File: config.mk
export PLATFORM = sky130hd
export DESIGN_NAME = wem_weigh_error_monitor
export DESIGN_NICKNAME = d
export VERILOG_FILES = /design/src/core/wem_pkg.sv /design/src/core/wem_weigh_error_monitor.sv
export SDC_FILE = /design/constraint.sdc
export NUM_CORES = 1
export LEC_CHECK = 0
export BUFFER_PORTS_ARGS = -buffer_cell sky130_fd_sc_hd__clkbuf_2
export CAP_MARGIN = 20
export CORE_MARGIN = 2
export CORE_UTILIZATION = 27
export CTS_BUF_LIST = sky130_fd_sc_hd__clkbuf_8
export DETAILED_ROUTE_END_ITERATION = 6
export PLACE_DENSITY = 0.56
export SETUP_SLACK_MARGIN = 0.1
export SYNTH_ARGS = -nofsm -noshare
export SYNTH_HDL_FRONTEND = slang
export SYNTH_SLANG_ARGS = --single-unit
File: constraint.sdc
create_clock -name mclk -period 5.2 [get_ports mclk]
set_input_delay 0 -clock mclk [delete_from_list [all_inputs] [get_ports mclk]]
set_output_delay 0 -clock mclk [all_outputs]
set_load 0.01 [all_outputs]
File: src/core/wem_pkg.sv
// constants, codes and state type for the weigh error monitor
// assumes a 100 MHz mclk and a signed converter result per update
package wem_pkg;
  localparam logic signed [33:0] WEM_DISP_MAX    = 34'sh0_0001_869f;
  localparam logic [33:0]        WEM_OVER_DIVS   = 34'h0_0000_0009;
  localparam logic signed [23:0] WEM_ADC_POS_MAX = 24'sh7fff00;
  localparam logic signed [23:0] WEM_ADC_NEG_MIN = 24'sh800100;
  localparam logic signed [24:0] WEM_ZERO_MAX    = 25'sh0200000;
  localparam logic signed [24:0] WEM_SPAN_MIN    = 25'sh0030000;
  localparam logic signed [24:0] WEM_SPAN_MAX    = 25'sh0200000;
  localparam logic [11:0]        WEM_EXC_MIN     = 12'h800;
  localparam logic [7:0]         WEM_STABLE_INDICATOR_UPD    = 8'hc8;
  localparam logic [3:0] WEM_CE_NONE      = 4'h0;
  localparam logic [3:0] WEM_CE_ZERO_HIGH = 4'h2;
  localparam logic [3:0] WEM_CE_ZERO_NEG  = 4'h3;
  localparam logic [3:0] WEM_CE_BAL_OVER  = 4'h4;
  localparam logic [3:0] WEM_CE_BAL_ZERO  = 4'h5;
  localparam logic [3:0] WEM_CE_SPAN_LOW  = 4'h6;
  localparam logic [3:0] WEM_CE_SPAN_NEG  = 4'h7;
  localparam logic [3:0] WEM_CE_SPAN_HIGH = 4'h8;
  localparam logic [3:0] WEM_CE_UNSTABLE  = 4'h9;
  localparam int unsigned WEM_CLK_HZ    = 100000000;
  localparam int unsigned WEM_DEFER_MIN = 2;
  localparam int unsigned WEM_MS_CYC    = WEM_CLK_HZ / 1000;
  localparam int unsigned WEM_DEFER_MS  = WEM_DEFER_MIN * 60 * 1000;
  typedef enum logic [1:0] {
    WEM_CAL_IDLE = 2'b00,
    WEM_CAL_WAIT = 2'b01
  } wem_cal_st_t;
endpackage

File: src/core/wem_weigh_error_monitor.sv
// over-scale, calibration error, fault flags and nonvolatile commit scheduling
// assumes inputs synchronous to mclk; change inputs are one-cycle pulses
// Overview of operation
// - weight error output high while any over-scale condition is present
// - positive overload when converter result exceeds its positive limit
// - negative overload when converter result falls below its negative limit
// - net weight is gross minus tare before net comparison
// - net over flag when net weight exceeds 99999
// - capacity over flag when gross exceeds capacity plus nine divisions
// - gross over flag when gross weight exceeds 99999
// - each over-scale flag clears itself once its condition is gone
// - zero calibration: code 2 load too high, code 3 load negative
// - span calibration: code 4 balance above capacity, code 5 balance zero
// - span calibration: code 6 output low, 7 negative, 8 too high
// - calibration aborts with code 9 when weight never becomes stable
// - excitation error while excitation level is below its minimum
// - checksum checked at power-on and self-check, error on mismatch
// - memory check failure in self-check or operation raises memory error
// - write pending lit from commit request until nvm_write_busy drops; a deferral alone leaves it dark
// - front panel changes are committed immediately every time
// - external tare and zero tracking: first immediate, later after 2 minutes
// - link commands: first immediate, later after 2 minutes
// - calibration error is a 4-bit code 0 to 9, zero is no error
// - weight error also set by overloads and zero alarm
module wem_weigh_error_monitor
  import wem_pkg::*;
#(
  parameter int unsigned MS_CYC   = WEM_MS_CYC,
  parameter int unsigned DEFER_MS = WEM_DEFER_MS
) (
  input  wire logic               mclk,
  input  wire logic               rst,
  input  wire logic               adc_valid,
  input  wire logic signed [23:0] adc_raw,
  input  wire logic signed [31:0] gross_weight,
  input  wire logic signed [31:0] tare_weight,
  input  wire logic        [16:0] capacity,
  input  wire logic        [6:0]  scale_div,
  input  wire logic               zero_alarm,
  input  wire logic               stable_indicator,
  input  wire logic               cal_zero_start,
  input  wire logic               cal_span_start,
  input  wire logic        [16:0] cal_balance,
  input  wire logic        [11:0] exc_level,
  input  wire logic               selfcheck_req,
  input  wire logic               cksum_valid,
  input  wire logic        [15:0] cksum_calc,
  input  wire logic        [15:0] cksum_ref,
  input  wire logic               nvm_check_valid,
  input  wire logic               nvm_check_ok,
  input  wire logic               chg_panel,
  input  wire logic               chg_ext,
  input  wire logic               chg_link,
  input  wire logic               nvm_write_busy,
  output logic                    adc_pos_overload,
  output logic                    adc_neg_overload,
  output logic                    net_over_flag,
  output logic                    capacity_over_flag,
  output logic                    gross_over_flag,
  output logic                    weight_error,
  output logic             [3:0]  cal_error,
  output logic                    cal_busy,
  output logic                    cal_done,
  output logic signed      [23:0] zero_point,
  output logic                    excitation_error,
  output logic                    checksum_error,
  output logic                    memory_error,
  output logic                    write_pending,
  output logic                    nvm_write_start
);

  // over-scale
  logic signed [33:0] gross_w;
  logic signed [33:0] net_w;
  logic signed [33:0] cap_lim;
  logic [4:0]         ovr_q, ovr_d;
  logic               werr_q, werr_d;

  always_comb begin
    gross_w = 34'(gross_weight);
    net_w   = 34'(gross_weight) - 34'(tare_weight);
    cap_lim = signed'(34'(capacity) + 34'(scale_div) * WEM_OVER_DIVS);
    ovr_d   = ovr_q;
    if (adc_valid) begin
      ovr_d[0] = adc_raw > WEM_ADC_POS_MAX;
      ovr_d[1] = adc_raw < WEM_ADC_NEG_MIN;
      ovr_d[2] = net_w > WEM_DISP_MAX;
      ovr_d[3] = gross_w > cap_lim;
      ovr_d[4] = gross_w > WEM_DISP_MAX;
    end
    werr_d = (|ovr_d) | zero_alarm;
  end

  always_ff @(posedge mclk or posedge rst) begin
    if (rst) begin
      ovr_q  <= 5'h00;
      werr_q <= 1'b0;
    end else begin
      ovr_q  <= ovr_d;
      werr_q <= werr_d;
    end
  end

  assign adc_pos_overload   = ovr_q[0];
  assign adc_neg_overload   = ovr_q[1];
  assign net_over_flag      = ovr_q[2];
  assign capacity_over_flag = ovr_q[3];
  assign gross_over_flag    = ovr_q[4];
  assign weight_error       = werr_q;

  // calibration
  wem_cal_st_t        cal_st_q, cal_st_d;
  logic               span_q, span_d;
  logic [7:0]         wait_q, wait_d;
  logic [3:0]         cerr_q, cerr_d;
  logic               done_q, done_d;
  logic signed [23:0] zpt_q, zpt_d;
  logic signed [24:0] span_v;

  always_comb begin
    cal_st_d = cal_st_q;
    span_d   = span_q;
    wait_d   = wait_q;
    cerr_d   = cerr_q;
    zpt_d    = zpt_q;
    done_d   = 1'b0;
    span_v   = 25'(adc_raw) - 25'(zpt_q);
    unique case (cal_st_q)
      WEM_CAL_IDLE: begin
        if (cal_zero_start || cal_span_start) begin
          cerr_d   = WEM_CE_NONE;
          span_d   = cal_span_start && !cal_zero_start;
          wait_d   = 8'h00;
          cal_st_d = WEM_CAL_WAIT;
          if (cal_span_start && !cal_zero_start) begin
            if (cal_balance == 17'h00000) begin
              cerr_d   = WEM_CE_BAL_ZERO;
              done_d   = 1'b1;
              cal_st_d = WEM_CAL_IDLE;
            end else if (cal_balance > capacity) begin
              cerr_d   = WEM_CE_BAL_OVER;
              done_d   = 1'b1;
              cal_st_d = WEM_CAL_IDLE;
            end
          end
        end
      end
      WEM_CAL_WAIT: begin
        if (adc_valid) begin
          if (stable_indicator) begin
            done_d   = 1'b1;
            cal_st_d = WEM_CAL_IDLE;
            if (!span_q) begin
              if (25'(adc_raw) > WEM_ZERO_MAX) begin
                cerr_d = WEM_CE_ZERO_HIGH;
              end else if (adc_raw < 24'sh000000) begin
                cerr_d = WEM_CE_ZERO_NEG;
              end else begin
                zpt_d = adc_raw;
              end
            end else if (span_v < 25'sh0000000) begin
              cerr_d = WEM_CE_SPAN_NEG;
            end else if (span_v < WEM_SPAN_MIN) begin
              cerr_d = WEM_CE_SPAN_LOW;
            end else if (span_v > WEM_SPAN_MAX) begin
              cerr_d = WEM_CE_SPAN_HIGH;
            end
          end else if (wait_q == WEM_STABLE_INDICATOR_UPD - 8'h01) begin
            cerr_d   = WEM_CE_UNSTABLE;
            done_d   = 1'b1;
            cal_st_d = WEM_CAL_IDLE;
          end else begin
            wait_d = wait_q + 8'h01;
          end
        end
      end
    endcase
  end

  always_ff @(posedge mclk or posedge rst) begin
    if (rst) begin
      cal_st_q <= WEM_CAL_IDLE;
      span_q   <= 1'b0;
      wait_q   <= 8'h00;
      cerr_q   <= WEM_CE_NONE;
      done_q   <= 1'b0;
      zpt_q    <= 24'sh000000;
    end else begin
      cal_st_q <= cal_st_d;
      span_q   <= span_d;
      wait_q   <= wait_d;
      cerr_q   <= cerr_d;
      done_q   <= done_d;
      zpt_q    <= zpt_d;
    end
  end

  assign cal_error  = cerr_q;
  assign cal_busy   = cal_st_q == WEM_CAL_WAIT;
  assign cal_done   = done_q;
  assign zero_point = zpt_q;

  // fault flags
  logic exc_q, exc_d;
  logic pend_q, pend_d;
  logic cks_q, cks_d;
  logic mem_q, mem_d;
  logic cks_mis;

  always_comb begin
    cks_mis = cksum_calc != cksum_ref;
    exc_d   = exc_level < WEM_EXC_MIN;
    pend_d  = (pend_q && !cksum_valid) || selfcheck_req;
    cks_d   = (pend_q && cksum_valid) ? cks_mis : cks_q;
    mem_d   = mem_q;
    if (selfcheck_req) begin
      mem_d = 1'b0;
    end
    if (nvm_check_valid && !nvm_check_ok) begin
      mem_d = 1'b1;
    end
  end

  always_ff @(posedge mclk or posedge rst) begin
    if (rst) begin
      exc_q  <= 1'b0;
      pend_q <= 1'b1;
      cks_q  <= 1'b0;
      mem_q  <= 1'b0;
    end else begin
      exc_q  <= exc_d;
      pend_q <= pend_d;
      cks_q  <= cks_d;
      mem_q  <= mem_d;
    end
  end

  assign excitation_error = exc_q;
  assign checksum_error   = cks_q;
  assign memory_error     = mem_q;

  // commit scheduling
  logic        ext_seen_q, ext_seen_d;
  logic        lnk_seen_q, lnk_seen_d;
  logic        defer_q, defer_d;
  logic [16:0] ms_q, ms_d;
  logic [16:0] mn_q, mn_d;
  logic        req_q, req_d;
  logic        start_q, start_d;
  logic        imm, later, tick, expire;

  always_comb begin
    imm = chg_panel
      || (chg_ext && !ext_seen_q)
      || (chg_link && !lnk_seen_q);
    later      = (chg_ext && ext_seen_q) || (chg_link && lnk_seen_q);
    ext_seen_d = ext_seen_q || chg_ext;
    lnk_seen_d = lnk_seen_q || chg_link;
    tick       = defer_q && (ms_q == 17'(MS_CYC - 1));
    expire     = tick && (mn_q == 17'(DEFER_MS - 1));
    ms_d       = (!defer_q || tick) ? 17'h00000 : ms_q + 17'h00001;
    mn_d       = mn_q;
    if (!defer_q || expire) begin
      mn_d = 17'h00000;
    end else if (tick) begin
      mn_d = mn_q + 17'h00001;
    end
    defer_d = (defer_q && !expire) || later;
    start_d = req_q && !nvm_write_busy && !start_q;
    req_d   = (req_q && !start_d) || imm || expire;
  end

  always_ff @(posedge mclk or posedge rst) begin
    if (rst) begin
      ext_seen_q <= 1'b0;
      lnk_seen_q <= 1'b0;
      defer_q    <= 1'b0;
      ms_q       <= 17'h00000;
      mn_q       <= 17'h00000;
      req_q      <= 1'b0;
      start_q    <= 1'b0;
    end else begin
      ext_seen_q <= ext_seen_d;
      lnk_seen_q <= lnk_seen_d;
      defer_q    <= defer_d;
      ms_q       <= ms_d;
      mn_q       <= mn_d;
      req_q      <= req_d;
      start_q    <= start_d;
    end
  end

  assign nvm_write_start = start_q;
  assign write_pending   = req_q || start_q || nvm_write_busy;
endmodule

Word level (Yosys, flattened, before mapping)
Cells that the tools add are included.

word-level totals
  logic and storage cells = 143
  output and inout port bits = 41
  input bits = 188
  bits in registers = 89

cells by class
  reductions and logical operators = 48
  $lt $le $gt $ge = 12
  $mul = 1
  add/subtract/negate cells = 6
  equality and inequality tests = 12
  multiplexer cells = 41
  bitwise gates (word level) = 4

operators by type and width
  kind                   number
  $mux 17                3
  $mux 4                 10
  $add 17x1->17 const B  2
  $eq 17x17->1 const B   2
  $gt 33x18->1 const B   1
  $sub 32x32->33         1
  $gt 32x18->1 const B   1
  $gt 32x19->1           1
  $mux 8                 4
  $gt 25x23->1 const B   1
  $lt 25x1->1 const B    1
  $lt 25x19->1 const B   1
  $sub 24x24->25         1
  $gt 24x23->1 const B   1
  $gt 24x24->1 const B   1
  $lt 24x1->1 const B    1
  $lt 24x24->1 const B   1
  $add 17x11->18         1
  $gt 17x17->1           1
  $logic_not 17->1       1
  $ne 16x16->1           1
  $pmux 8 s2             1
  $logic_and 1x1->1      14
  $logic_or 1x1->1       14
  other kinds (27)       58

Logic depth before layout (Yosys ltp)
Gate-level depths: netlist of the first run.

  depth after elaboration = 9
  gate-level depth with buffers = 23
  mapped depth without buffers = 23

Worst setup path after synthesis of the first run
No wires, ideal clock.

  path type = input port to flip-flop
  from = in scale_div[1]
  to = reg werr_q (netlist: weight_error)
  arrival = 3.865 ns
  path slack = 1.196 ns
  stages = 20
  required time = 5.061 ns
  cell sequence = ha_1 > fa_1 > ha_1 > inv_1 > o21bai_1 > a21oi_1 > nor2b_1 > o21ai_0 > a21oi_1 > a21boi_0 > nor3_1 > xnor2_1 > ha_1 > nand4_1 > or4_1 > nor4_1 > nor3b_1 > o22a_1 > nor2_1 > o211ai_1

on the way
  longest elaborated chain between the ends = 6

RTL lines
  what                  RTL line                        source
  start, declared       wem_weigh_error_monitor.sv:38   input wire logic [6:0] scale_div,
  $mul 7x4->11          wem_weigh_error_monitor.sv:82   cap_lim = signed'(34'(capacity) + 34'(scale_div) * WEM_OVER_DIVS);
  $add 17x11->18        wem_weigh_error_monitor.sv:82
  $gt 32x19->1          wem_weigh_error_monitor.sv:88   ovr_d[3] = gross_w > cap_lim;
  $mux 5                wem_weigh_error_monitor.sv:84   if (adc_valid) begin
  via ovr_d[3]          wem_weigh_error_monitor.sv:76   logic [4:0] ovr_q, ovr_d;
  $reduce_or 5->1       wem_weigh_error_monitor.sv:91   werr_d = (|ovr_d) | zero_alarm;
  $or 1x1->1            wem_weigh_error_monitor.sv:91
  via werr_d            wem_weigh_error_monitor.sv:77   logic werr_q, werr_d;
  end signal, assigned  wem_weigh_error_monitor.sv:100  werr_q <= werr_d;
  end, declared         wem_weigh_error_monitor.sv:77

The timed path passes the listed nets, and every way through them passes these cells.
A chain may end at the register's enable or synchronous reset.

Worst setup path after layout of the first run
  from = reg zpt_q[0] (netlist: zero_point[0])
  to = reg cerr_q[3] (netlist: cal_error[3])

on the way
  longest elaborated chain between the ends = 8

RTL lines
  what                    RTL line                        source
  start, declared         wem_weigh_error_monitor.sv:117  logic signed [23:0] zpt_q, zpt_d;
  start signal, assigned  wem_weigh_error_monitor.sv:194  zpt_q <= zpt_d;
  $sub 24x24->25 (*)      wem_weigh_error_monitor.sv:127  span_v = 25'(adc_raw) - 25'(zpt_q);
  $lt 25x19->1            wem_weigh_error_monitor.sv:163  end else if (span_v < WEM_SPAN_MIN) begin
  $mux 4                  wem_weigh_error_monitor.sv:163
  $mux 4                  wem_weigh_error_monitor.sv:161  end else if (span_v < 25'sh0000000) begin
  $mux 4                  wem_weigh_error_monitor.sv:153  if (!span_q) begin
  $mux 4                  wem_weigh_error_monitor.sv:150  if (stable_indicator) begin
  $mux 4                  wem_weigh_error_monitor.sv:149  if (adc_valid) begin
  $pmux 4 s2              wem_weigh_error_monitor.sv:128  unique case (cal_st_q)
  end signal, assigned    wem_weigh_error_monitor.sv:192  cerr_q <= cerr_d;
  end, declared           wem_weigh_error_monitor.sv:115  logic [3:0] cerr_q, cerr_d;

Every way passes the cells marked *; elsewhere a longest branch is shown, timed or not. The select of a mux whose other input is x is not followed.

==> summary.md, run 1 <==
| Metric | Value |
|---|---|
| Area growth from synthesis to final layout | 23.1% |
| Instance area after placement | 10800 um^2 |
| Number of I/O pins | 229 |
| Via count | 9138 |
| Max Root-Sink Buffers | 2 |
| Largest driver fanout on the critical path | 5 |
| Core area | 33700 um^2 |
| Transition time at the pin with the least slew margin | 777 ps |
| Relative contribution of combinational cells to total power | 0.539 |
| Via count normalized by instance count | 5.02 |
| Worst path required time | 5460 ps |
| Worst path cell trace | ha_1 > fa_1 > and2b_1 > o2111ai_2 > a211oi_1 > o211ai_1 > a21oi_1 > o22ai_2 > nor4b_4 > and3_1 > nand3_1 > ha_1 > nor3_1 > a41oi_4 > mux2_4 |
| Share of the clock period used by the worst path | 0.854 |
| Share of synthesized flip-flops with an asynchronous set or reset | 1.00 |
| Overall track demand over capacity in global routing | 0.153 |
| Slowest-stage cell, CP | sky130_fd_sc_hd__a211oi_1 |
| Cell family with the largest share of critical-path delay | compound AO/OA/AOI/OAI gates |
| Final Hold Fails | 0 |
| Overall routed net length | 27700 um |
| Final core utilization | 0.339 |
| Root Driver | sky130_fd_sc_hd__clkbuf_8 |
| Setup repair after global routing missed its margin | false |
| Number of violations reported at the end of detailed-routing iteration 0 | 509 |
| Clock-pin slew reported for the worst setup and hold paths after clock tree synthesis | 90 ps |
| Post-CTS setup buffers | 0 |
| Reg-to-reg setup timing slack | 760 ps |
| H-tree depth reported by CTS | 3 |
| Launching element type of the critical path | flop |
| Horizontal die dimension | 189 um |
| Wire length of the first global-routing pass | 44800 um |
| Die footprint | 35800 um^2 |
| Met2 Track Usage GR | 0.250 |
| Delay contributed by the slowest stage of the critical path | 580 ps |
| Max-slew violations | 0 |
| Number of storage elements in the synthesis netlist | 88 |
| Power dissipated by switching net loads | 1.20 mW |
| Clock insertion delay at the later pin of the skew report | 370 ps |
| Run status | finished clean |
| Initial Util | 0.275 |
| Final estimated routing congestion in global placement | 0.926 |
| TritonCTS sink count | 88 |
| Switching power share of the total | 0.429 |
| Non-filler instance count after layout | 1822 |
| Sequential share of the synthesized area | 0.238 |
| Met3 GRT Util | 0.0158 |
| Crit-path most repeated cell | sky130_fd_sc_hd__ha_1 |
| Prevailing post-synth register cell | sky130_fd_sc_hd__dfrtp_1 |
| Post-detailed-placement half-perimeter wirelength | 23000 um |
| Aggregate global routing overflow | 0 |
| Share of the synthesized area in the top cell type | 0.235 |
| Final cell area excluding filler cells | 11400 um^2 |
| Number of placement rows | 67 |
| Setup tns final | 0 ps |
| Ant diodes | 0 |
| NumNets Final | 1679 |
| Cell total after placement | 1768 |
| Hold path startpoint | adc_valid |
| TritonCTS buffer count | 9 |
| Die height | 189 um |
| WS Path Type | flop to flop |
| Reg2reg end | cal_error[3] |
| Internal cell power | 1.59 mW |
| Yosys warning total | 0 |
| Worst min-delay path category | input pin to flop |
| Dominant cell type by area after synthesis | sky130_fd_sc_hd__dfrtp_1 |
| Biggest area contributors in the synthesized netlist | sky130_fd_sc_hd__dfrtp_1 23%, sky130_fd_sc_hd__ha_1 16%, sky130_fd_sc_hd__xnor2_1 5.2% |
| End point of the worst hold path | zero_point[22] |
| Pwr Density | 244 nW/um^2 |
| Number of violations of the max-capacitance limit | 0 |
| Synthesized instance count | 1124 |
| Port buffer count | 217 |
| Number of inserted filler cells in the final layout | 3597 |
| Number of detailed-routing iterations run before antenna repair | 5 |
| Layout cell share with drive strength beyond 1 | 0.203 |
| Average cell area after synthesis | 8.25 um^2 |
| Worst-case headroom to the max-slew limit | 0.482 |
| Met1 Use GR | 0.213 |
| Launch instance of the worst register-to-register path | zero_point[0] |
| Clock period minus final worst setup slack | 4440 ps |
| Worst clock skew | 15.0 ps |
| Pin count of the biggest net entering global routing | 46 |
| Net count of the mapped netlist | 1434 |
| Count of buffer and inverter cells on the critical path | 0 |
| WP data arrival | 4700 ps |
| Launch point of the worst path | zero_point[0] |
| Hold_ws | 52.8 ps |
| Initial antenna violation count | 0 |
| Worst voltage drop across the vdd grid | 0.000104 V |
| Number of nets with antenna violations after routing | 0 |
| Netlist area before placement | 9270 um^2 |
| Max frequency | 0.225 GHz |
| Via count of the first global-routing pass | 8915 |
| Final setup violating endpoints | 0 |
| Sequential Power Share | 0.300 |
| CTS tree | built |
| CP endpoint kind | flop |
| Clock share of power | 0.161 |
| Number of synthesized flops with an enable pin | 0 |
| Routed len/inst | 15.2 um |
| Worst Reg2Reg Path Length in Cells | 15 |
| Number of unique standard cell types used by synthesis | 77 |
| WHS Path Cells | 2 |
| P_leak | 5.55 nW |
| Remaining DRCs | 0 |
| Most used routing layer | met2 |
-- through the flow --
step | setup slack (ps) | power, mW
floorplan | 1200 | 1.88
global placement | 573 | 2.30
detailed placement | 475 | 2.32
CTS | 782 | 2.82
global route | 441 | 3.04
finish | 760 | 2.79
-- routing by layer --
layer | vias to the layer above | wire (um)
met1 | 4270 | 13300
met4 | 0 | 705
met5 | - | 0
li1 | 4580 | -
met2 | 248 | 12500
met3 | 40 | 1180
-- timing repair --
item | 4_1_cts | 5_1_grt
endpoints found under the hold margin | 76 | 0
hold buffers | 37 | 0
resized for setup | 0 | 0
-- registers in the layout, indices dropped and copies added, names as in the netlist, 4 cells and up --
signal,flops
ovr_q,5
mn_q,17
wait_q,8
cal_error,4
ms_q,17
zero_point,24
-- how the worst max path moves through the flow --
stage,end,slack (ps),cells past startpoint
finish,cal_error[3],760,15
global route,weight_error,440,21
CTS,cal_error[3],780,15
detailed placement,weight_error,470,21
global placement,weight_error,570,21
floorplan,weight_error,1200,20
-- power groups by stage --
stage	Sequential [mW]	Clock [mW]	Combinational (mW)
2_1_floorplan	0.861	0	1.02
3_3_place_gp	0.847	0	1.45
3_5_place_dp	0.851	0	1.46
4_1_cts	0.837	0.480	1.50
5_1_grt	0.848	0.504	1.69
6_report	0.837	0.449	1.50
-- synthesized netlist by cell type, types with 4 or more instances --
cell type,instances
sky130_fd_sc_hd__inv_1,120
sky130_fd_sc_hd__ha_1,115
sky130_fd_sc_hd__a21oi_1,87
sky130_fd_sc_hd__dfrtp_1,87
sky130_fd_sc_hd__nor2_1,86
sky130_fd_sc_hd__nand2_1,73
sky130_fd_sc_hd__xnor2_1,55
sky130_fd_sc_hd__o21ai_0,49
sky130_fd_sc_hd__nand3_1,44
sky130_fd_sc_hd__xor2_1,40
sky130_fd_sc_hd__nand4_1,35
sky130_fd_sc_hd__a21o_1,29
sky130_fd_sc_hd__nor4_1,25
sky130_fd_sc_hd__mux2_2,23
sky130_fd_sc_hd__nor3_1,20
sky130_fd_sc_hd__clkbuf_1,18
sky130_fd_sc_hd__and3_1,13
sky130_fd_sc_hd__nor2b_1,13
sky130_fd_sc_hd__o211ai_1,13
sky130_fd_sc_hd__o21bai_1,11
sky130_fd_sc_hd__a31oi_1,10
sky130_fd_sc_hd__or3_1,10
sky130_fd_sc_hd__o21a_1,8
sky130_fd_sc_hd__a211oi_1,7
sky130_fd_sc_hd__and2_1,7
sky130_fd_sc_hd__and4_1,7
sky130_fd_sc_hd__fa_1,7
sky130_fd_sc_hd__nand2b_1,7
sky130_fd_sc_hd__nor3b_1,6
sky130_fd_sc_hd__a21boi_0,5
sky130_fd_sc_hd__a221oi_1,5
sky130_fd_sc_hd__mux2i_1,5
sky130_fd_sc_hd__o31a_1,4
sky130_fd_sc_hd__o31ai_1,4
sky130_fd_sc_hd__or2_2,4
-- cell families after synthesis --
group,after synthesis,share of synthesized area
AND/OR/NAND/NOR,364,0.203
AO/OA/AOI/OAI,282,0.203
buffers and inverters,142,0.0579
adder cells (fa/ha/maj),122,0.170
XOR/XNOR,95,0.0897
flip-flops,88,0.238
multiplexers,31,0.0382
-- cell type report --
cell class,instances,area (um^2),area share
Sequential cell,88,2200,0.193
Clock buffer,9,124,0.0109
Tap cell,448,561,0.0491
Inverter,120,452,0.0396
Clock inverter,7,47.5,0.00417
Multi-Input combinational cell,894,6530,0.573
Timing Repair Buffer,256,1490,0.131
-- placed cells by master (no fill, tap or decap), types with 11 or more instances in the layout --
cell,netlist,routed
sky130_fd_sc_hd__ha_1,115,115
sky130_fd_sc_hd__nor4_1,25,25
sky130_fd_sc_hd__nor2b_1,13,13
sky130_fd_sc_hd__clkbuf_2,0,217
sky130_fd_sc_hd__nor2_1,86,86
sky130_fd_sc_hd__a21oi_1,87,87
sky130_fd_sc_hd__a21o_1,29,29
sky130_fd_sc_hd__dlygate4sd3_1,0,37
sky130_fd_sc_hd__dfrtp_1,87,87
sky130_fd_sc_hd__o21ai_0,49,49
sky130_fd_sc_hd__and3_1,13,13
sky130_fd_sc_hd__xnor2_1,55,55
sky130_fd_sc_hd__xor2_1,40,40
sky130_fd_sc_hd__nand3_1,44,44
sky130_fd_sc_hd__inv_1,120,120
sky130_fd_sc_hd__o21bai_1,11,11
sky130_fd_sc_hd__o211ai_1,13,13
sky130_fd_sc_hd__mux2_2,23,23
sky130_fd_sc_hd__nand2_1,73,73
sky130_fd_sc_hd__nand4_1,35,35
sky130_fd_sc_hd__nor3_1,20,20
Note: power is estimated with default switching activity, not from simulation.
==> run 2: changes to the inputs <==
Settings changed: RECOVER_POWER from default to 100.
==> run 2 against run 1 <==
  * Die area unchanged
  * Largest cell class unchanged
  * Critical endpoint unchanged
  * Maximum frequency fell by 3.2%
  * The run now ends with max-capacitance violations, max-slew violations left
  * Critical path type unchanged
  * Design area is 1.1% lower
  * Routed wire length about the same
  * Final cell count did not move
==> summary.md, run 2 (synthesized netlist as in run 1, its figures left out) <==
| Metric | Value |
|---|---|
| Run status | finished, violations left |
| Violated checks | max-capacitance violations, max-slew violations |
| Area growth from synthesis to final layout | 21.7% |
| Worst path required time | 5460 ps |
| P_leak | 5.38 nW |
| Routed len/inst | 15.2 um |
| CP endpoint kind | flop |
| Pwr Density | 244 nW/um^2 |
| Clock period minus final worst setup slack | 4580 ps |
| Final estimated routing congestion in global placement | 0.926 |
| Met1 Use GR | 0.213 |
| Initial antenna violation count | 0 |
| Met3 GRT Util | 0.0158 |
| Share of the clock period used by the worst path | 0.882 |
| Met2 Track Usage GR | 0.250 |
| WS Path Type | flop to flop |
| CTS tree | built |
| Overall track demand over capacity in global routing | 0.153 |
| Hold path startpoint | adc_valid |
| Number of nets with antenna violations after routing | 0 |
| Number of violations of the max-capacitance limit | 2 |
| Number of detailed-routing iterations run before antenna repair | 5 |
| Worst-case headroom to the max-slew limit | -0.694 |
| Die height | 189 um |
| Transition time at the pin with the least slew margin | 2540 ps |
| Via count normalized by instance count | 5.01 |
| Most frequent cells in the layout | 173 x sky130_fd_sc_hd__clkbuf_2, 120 x sky130_fd_sc_hd__inv_1, 115 x sky130_fd_sc_hd__ha_1 |
| Final Hold Fails | 0 |
| Number of I/O pins | 229 |
| Register area | 2200 um^2 |
| Reg-to-reg setup timing slack | 620 ps |
| Number of inserted filler cells in the final layout | 3634 |
| Wire length of the first global-routing pass | 44800 um |
| Via count | 9122 |
| Most used routing layer | met2 |
| Max Root-Sink Buffers | 2 |
| H-tree depth reported by CTS | 3 |
| Launch instance of the worst register-to-register path | zero_point[0] |
| Number of violations reported at the end of detailed-routing iteration 0 | 518 |
| Non-filler instance count after layout | 1822 |
| Worst min-delay path category | input pin to flop |
| WP data arrival | 4840 ps |
| Switching power share of the total | 0.430 |
| Most common cell after layout, fill and taps aside | sky130_fd_sc_hd__clkbuf_2 |
| Post-detailed-placement half-perimeter wirelength | 23000 um |
| Clock-pin slew reported for the worst setup and hold paths after clock tree synthesis | 90 ps |
| Final setup violating endpoints | 0 |
| Launch point of the worst path | zero_point[0] |
| Resized cells post-CTS | 0 |
| Power dissipated by switching net loads | 1.18 mW |
| Clock insertion delay at the later pin of the skew report | 370 ps |
| TritonCTS buffer count | 9 |
| Cell total after placement | 1768 |
| NumNets Final | 1679 |
| Number of placement rows | 67 |
| Worst voltage drop across the vdd grid | 0.000103 V |
| Aggregate global routing overflow | 0 |
| Flip-flop count of the largest register, all copies and words added | 24 |
| Via count of the first global-routing pass | 8915 |
| Internal cell power | 1.57 mW |
| Pin count of the biggest net entering global routing | 46 |
| Largest driver fanout on the critical path | 5 |
| Combined area of the multi-input logic cells | 6490 um^2 |
| Post-CTS setup buffers | 0 |
| Max frequency | 0.218 GHz |
| Initial Util | 0.275 |
| TritonCTS sink count | 88 |
| Root Driver | sky130_fd_sc_hd__clkbuf_8 |
| Remaining DRCs | 0 |
| Setup repair after global routing missed its margin | false |
| Core area | 33700 um^2 |
| Setup tns final | 0 ps |
| Max-slew violations | 91 |
| Worst clock skew | 15.4 ps |
| Relative contribution of combinational cells to total power | 0.533 |
| Layout cell share with drive strength beyond 1 | 0.165 |
| Clock share of power | 0.163 |
| Horizontal die dimension | 189 um |
| Port buffer count | 217 |
| Launching element type of the critical path | flop |
| Overall routed net length | 27700 um |
| Die footprint | 35800 um^2 |
| Sequential Power Share | 0.304 |
| Ant diodes | 0 |
## run 2: cell types whose count changed in the layout (fill, tap and decap cells not counted), moves of 4 or more
| cell | before | now |
|---|---|---|
| sky130_fd_sc_hd__and2_0 | 0 | 4 |
| sky130_fd_sc_hd__clkbuf_1 | 0 | 46 |
| sky130_fd_sc_hd__and2_1 | 7 | 3 |
| sky130_fd_sc_hd__clkbuf_2 | 217 | 173 |
## run 2: final cells by class
type / instances / share of cell area
sequential: 88 / 0.195
timing repair buffer: 256 / 0.125
clock inverter: 7 / 0.00421
clock buffer: 9 / 0.0110
multi-input combinational: 894 / 0.575
tap: 448 / 0.0497
inverter: 120 / 0.0400
## run 2: power groups by stage
stage | registers (mW) | logic (mW) | clock network, mW
6_report | 0.837 | 1.47 | 0.448
5_1_grt | 0.848 | 1.65 | 0.504
4_1_cts | 0.837 | 1.50 | 0.480
3_5_place_dp | 0.851 | 1.46 | 0
3_3_place_gp | 0.847 | 1.45 | 0
2_1_floorplan | 0.861 | 1.02 | 0
## run 2: worst paths after layout
check	to	cells past startpoint
worst max register to register	cal_error[3]	15
worst min-delay path	zero_point[22]	2
worst max-delay path	cal_error[3]	15
worst min register to register	nvm_write_start	1
max in group asynchronous	zero_point[18]	4
min in group asynchronous	excitation_error	3
## run 2: repair_timing
action / 4_1_cts / 5_1_grt
hold buffers: 37 / 0
endpoints found under the setup margin: 0 / 0
hold endpoints to repair: 76 / 0
## run 2: through the flow
stage          power, mW  hold slack (ps)  setup WS [ps]   util  instance area [um^2]
6_report            2.75             40.3            615  0.335                 11300
5_1_grt             3.01             44.5            263  0.335                 11300
4_1_cts             2.82             29.7            782  0.338                 11400
3_5_place_dp        2.32              145            475  0.322                 10800
3_3_place_gp        2.30              143            573  0.322                 10800
2_1_floorplan       1.88             59.4           1200      -                  9270
## run 2: worst max-delay path, cell delays in order (launching register included)
cell	delay, ps
sky130_fd_sc_hd__dfrtp_1	400
sky130_fd_sc_hd__ha_1	210
sky130_fd_sc_hd__fa_1	400
sky130_fd_sc_hd__and2b_1	270
sky130_fd_sc_hd__o2111ai_1	240
sky130_fd_sc_hd__a211oi_1	600
sky130_fd_sc_hd__o211ai_1	190
sky130_fd_sc_hd__a21oi_1	180
sky130_fd_sc_hd__o22ai_1	200
sky130_fd_sc_hd__nor4b_4	320
sky130_fd_sc_hd__and3_1	190
sky130_fd_sc_hd__nand3_1	80
sky130_fd_sc_hd__ha_1	280
sky130_fd_sc_hd__nor3_1	50
sky130_fd_sc_hd__a41oi_1	530
sky130_fd_sc_hd__mux2_4	350
## run 2: per-layer routing
metal	part of all wire	wire, um
met2	0.45	12500
met3	0.039	1080
met4	0.027	748
met5	0	0
met1	0.48	13400
==> run 3: changes to the inputs <==
Settings changed: PLACE_DENSITY 0.56 to 0.57, SETUP_SLACK_MARGIN 0.1 to 0.15.
==> run 3 against run 2 <==
  * The run still ends with max-capacitance violations, max-slew violations left
  * Largest power group unchanged
  * Maximum frequency up 1.2%
  * Largest cell class unchanged
  * Critical endpoint is now cal_error[1]
  * Sequential share of layout area is 0.082 points lower
  * Global-route usage is 0.17 points higher
  * Sequential power shrank 0.5%
  * Design area increased by 0.42%
  * Worst hold slack worse by 0.56 ps
  * Highest routed layer is now met5
  * Worst setup slack better by 52 ps
  * Final cell count unchanged
  * Clock-buffer cell count is the same
==> summary.md, run 3 (synthesized netlist as in run 1, its figures left out) <==
| Metric | Value |
|---|---|
| Transition time at the pin with the least slew margin | 2550 ps |
| Layout cell share with drive strength beyond 1 | 0.164 |
| Flip-flop count of the largest register, all copies and words added | 24 |
| P_leak | 5.40 nW |
| Worst-case headroom to the max-slew limit | -0.703 |
| Number of nets with antenna violations after routing | 0 |
| Most frequent cells in the layout | 172 x sky130_fd_sc_hd__clkbuf_2, 120 x sky130_fd_sc_hd__inv_1, 115 x sky130_fd_sc_hd__ha_1 |
| Die footprint | 35800 um^2 |
| Number of detailed-routing iterations run before antenna repair | 5 |
| Worst clock skew | 23.3 ps |
| NumNets Final | 1679 |
| Ant diodes | 0 |
| Switching power share of the total | 0.418 |
| Number of violations of the max-capacitance limit | 2 |
| Relative contribution of combinational cells to total power | 0.515 |
| Overall track demand over capacity in global routing | 0.155 |
| TritonCTS buffer count | 9 |
| Setup repair after global routing missed its margin | false |
| Final setup violating endpoints | 0 |
| Overall routed net length | 28000 um |
| H-tree depth reported by CTS | 3 |
| Run status | finished, violations left |
| Worst min-delay path category | input pin to flop |
| Remaining DRCs | 0 |
| Post-CTS setup buffers | 0 |
| Die height | 189 um |
| CP endpoint kind | flop |
| Non-filler instance count after layout | 1822 |
| Setup tns final | 0 ps |
| Instance area after placement | 10800 um^2 |
| Initial Util | 0.275 |
| Horizontal die dimension | 189 um |
| Share of the clock period used by the worst path | 0.872 |
| Sequential Power Share | 0.291 |
| Most common cell after layout, fill and taps aside | sky130_fd_sc_hd__clkbuf_2 |
| Final core utilization | 0.336 |
| Root Driver | sky130_fd_sc_hd__clkbuf_8 |
| Worst path required time | 5460 ps |
| Pwr Density | 253 nW/um^2 |
| WS Path Type | flop to flop |
| Resized cells post-CTS | 0 |
| Initial antenna violation count | 1 |
| Clock-pin slew reported for the worst setup and hold paths after clock tree synthesis | 100 ps |
| Clock insertion delay at the later pin of the skew report | 390 ps |
| Max-slew violations | 91 |
| TritonCTS sink count | 88 |
| Via count | 9070 |
| Power dissipated by switching net loads | 1.20 mW |
| Final estimated routing congestion in global placement | 0.930 |
| Post-cts hold buffer count | 37 |
| Worst voltage drop across the vdd grid | 0.000122 V |
| Via count normalized by instance count | 4.98 |
| Max frequency | 0.221 GHz |
| Number of I/O pins | 229 |
| Final Hold Fails | 0 |
| Pin count of the biggest net entering global routing | 47 |
| Routed len/inst | 15.4 um |
| Via count of the first global-routing pass | 8765 |
| Aggregate global routing overflow | 0 |
| Final cell area excluding filler cells | 11300 um^2 |
| Internal cell power | 1.67 mW |
| Launching element type of the critical path | flop |
| Wire length of the first global-routing pass | 45000 um |
| Total chip power | 2.86 mW |
| WP data arrival | 4790 ps |
| Max Root-Sink Buffers | 2 |
| Violated checks | max-capacitance violations, max-slew violations |
| Number of placement rows | 67 |
| Number of violations reported at the end of detailed-routing iteration 0 | 462 |
| Largest driver fanout on the critical path | 5 |
| Clock period minus final worst setup slack | 4530 ps |
| Port buffer count | 217 |
| Cell total after placement | 1768 |
| Core area | 33700 um^2 |
| Post-detailed-placement half-perimeter wirelength | 23300 um |
| CTS tree | built |
| Area growth from synthesis to final layout | 22.2% |
| Clock share of power | 0.194 |
[run 3: routing by layer]
layer	vias up	global-route usage	wire, um
li1	4571	-	-
met1	4253	0.214	13700
met4	2	0.0400	551
met2	212	0.255	12800
met5	-	0	11
met3	32	0.0171	995
[run 3: power by group through the flow]
stage,combinational [mW],clock [mW],sequential (mW)
after detailed placement,1.47,0,0.847
final,1.47,0.556,0.833
after CTS,1.51,0.580,0.834
after floorplan,1.02,0,0.861
after global placement,1.46,0,0.845
after global routing,1.65,0.603,0.844
[run 3: worst max-delay path: stages, from the launching register on]
cell and delay (ps):
sky130_fd_sc_hd__dfrtp_1 400, sky130_fd_sc_hd__ha_1 210, sky130_fd_sc_hd__fa_1 400, sky130_fd_sc_hd__and2b_1 280, sky130_fd_sc_hd__o2111ai_1 230, sky130_fd_sc_hd__a211oi_1 530
sky130_fd_sc_hd__o211ai_1 200, sky130_fd_sc_hd__a21oi_1 170, sky130_fd_sc_hd__o22ai_1 200, sky130_fd_sc_hd__nor4b_4 330, sky130_fd_sc_hd__and3_1 190, sky130_fd_sc_hd__nand3_1 80
sky130_fd_sc_hd__ha_1 290, sky130_fd_sc_hd__nor3_1 40, sky130_fd_sc_hd__a41oi_1 530, sky130_fd_sc_hd__mux2_4 340
[run 3: layout make-up]
type	instances	area, um^2
sequential	88	2200
timing repair buffer	256	1410
clock buffer	9	124
fill	3602	22400
multi-input combinational	894	6490
clock inverter	7	96.3
tap	448	561
inverter	120	452
[run 3: worst paths after layout]
kind	start	to	slack (ps)	depth (start not counted)
setup / recovery	zero_point[0]	cal_error[1]	670	15
hold / removal	cal_span_start	cal_st_q[0]	40	3
setup reg to reg	zero_point[0]	cal_error[1]	670	15
hold reg to reg	nvm_write_start	nvm_write_start	490	1
max in group asynchronous	rst	cal_error[1]	1490	4
min in group asynchronous	rst	req_q	630	3
[run 3: metrics by stage]
stage	worst slack, ps	hold slack, ps
finish	667	39.8
global route	306	65.2
CTS	818	19.6
detailed placement	453	141
global placement	645	135
floorplan	1200	59.4
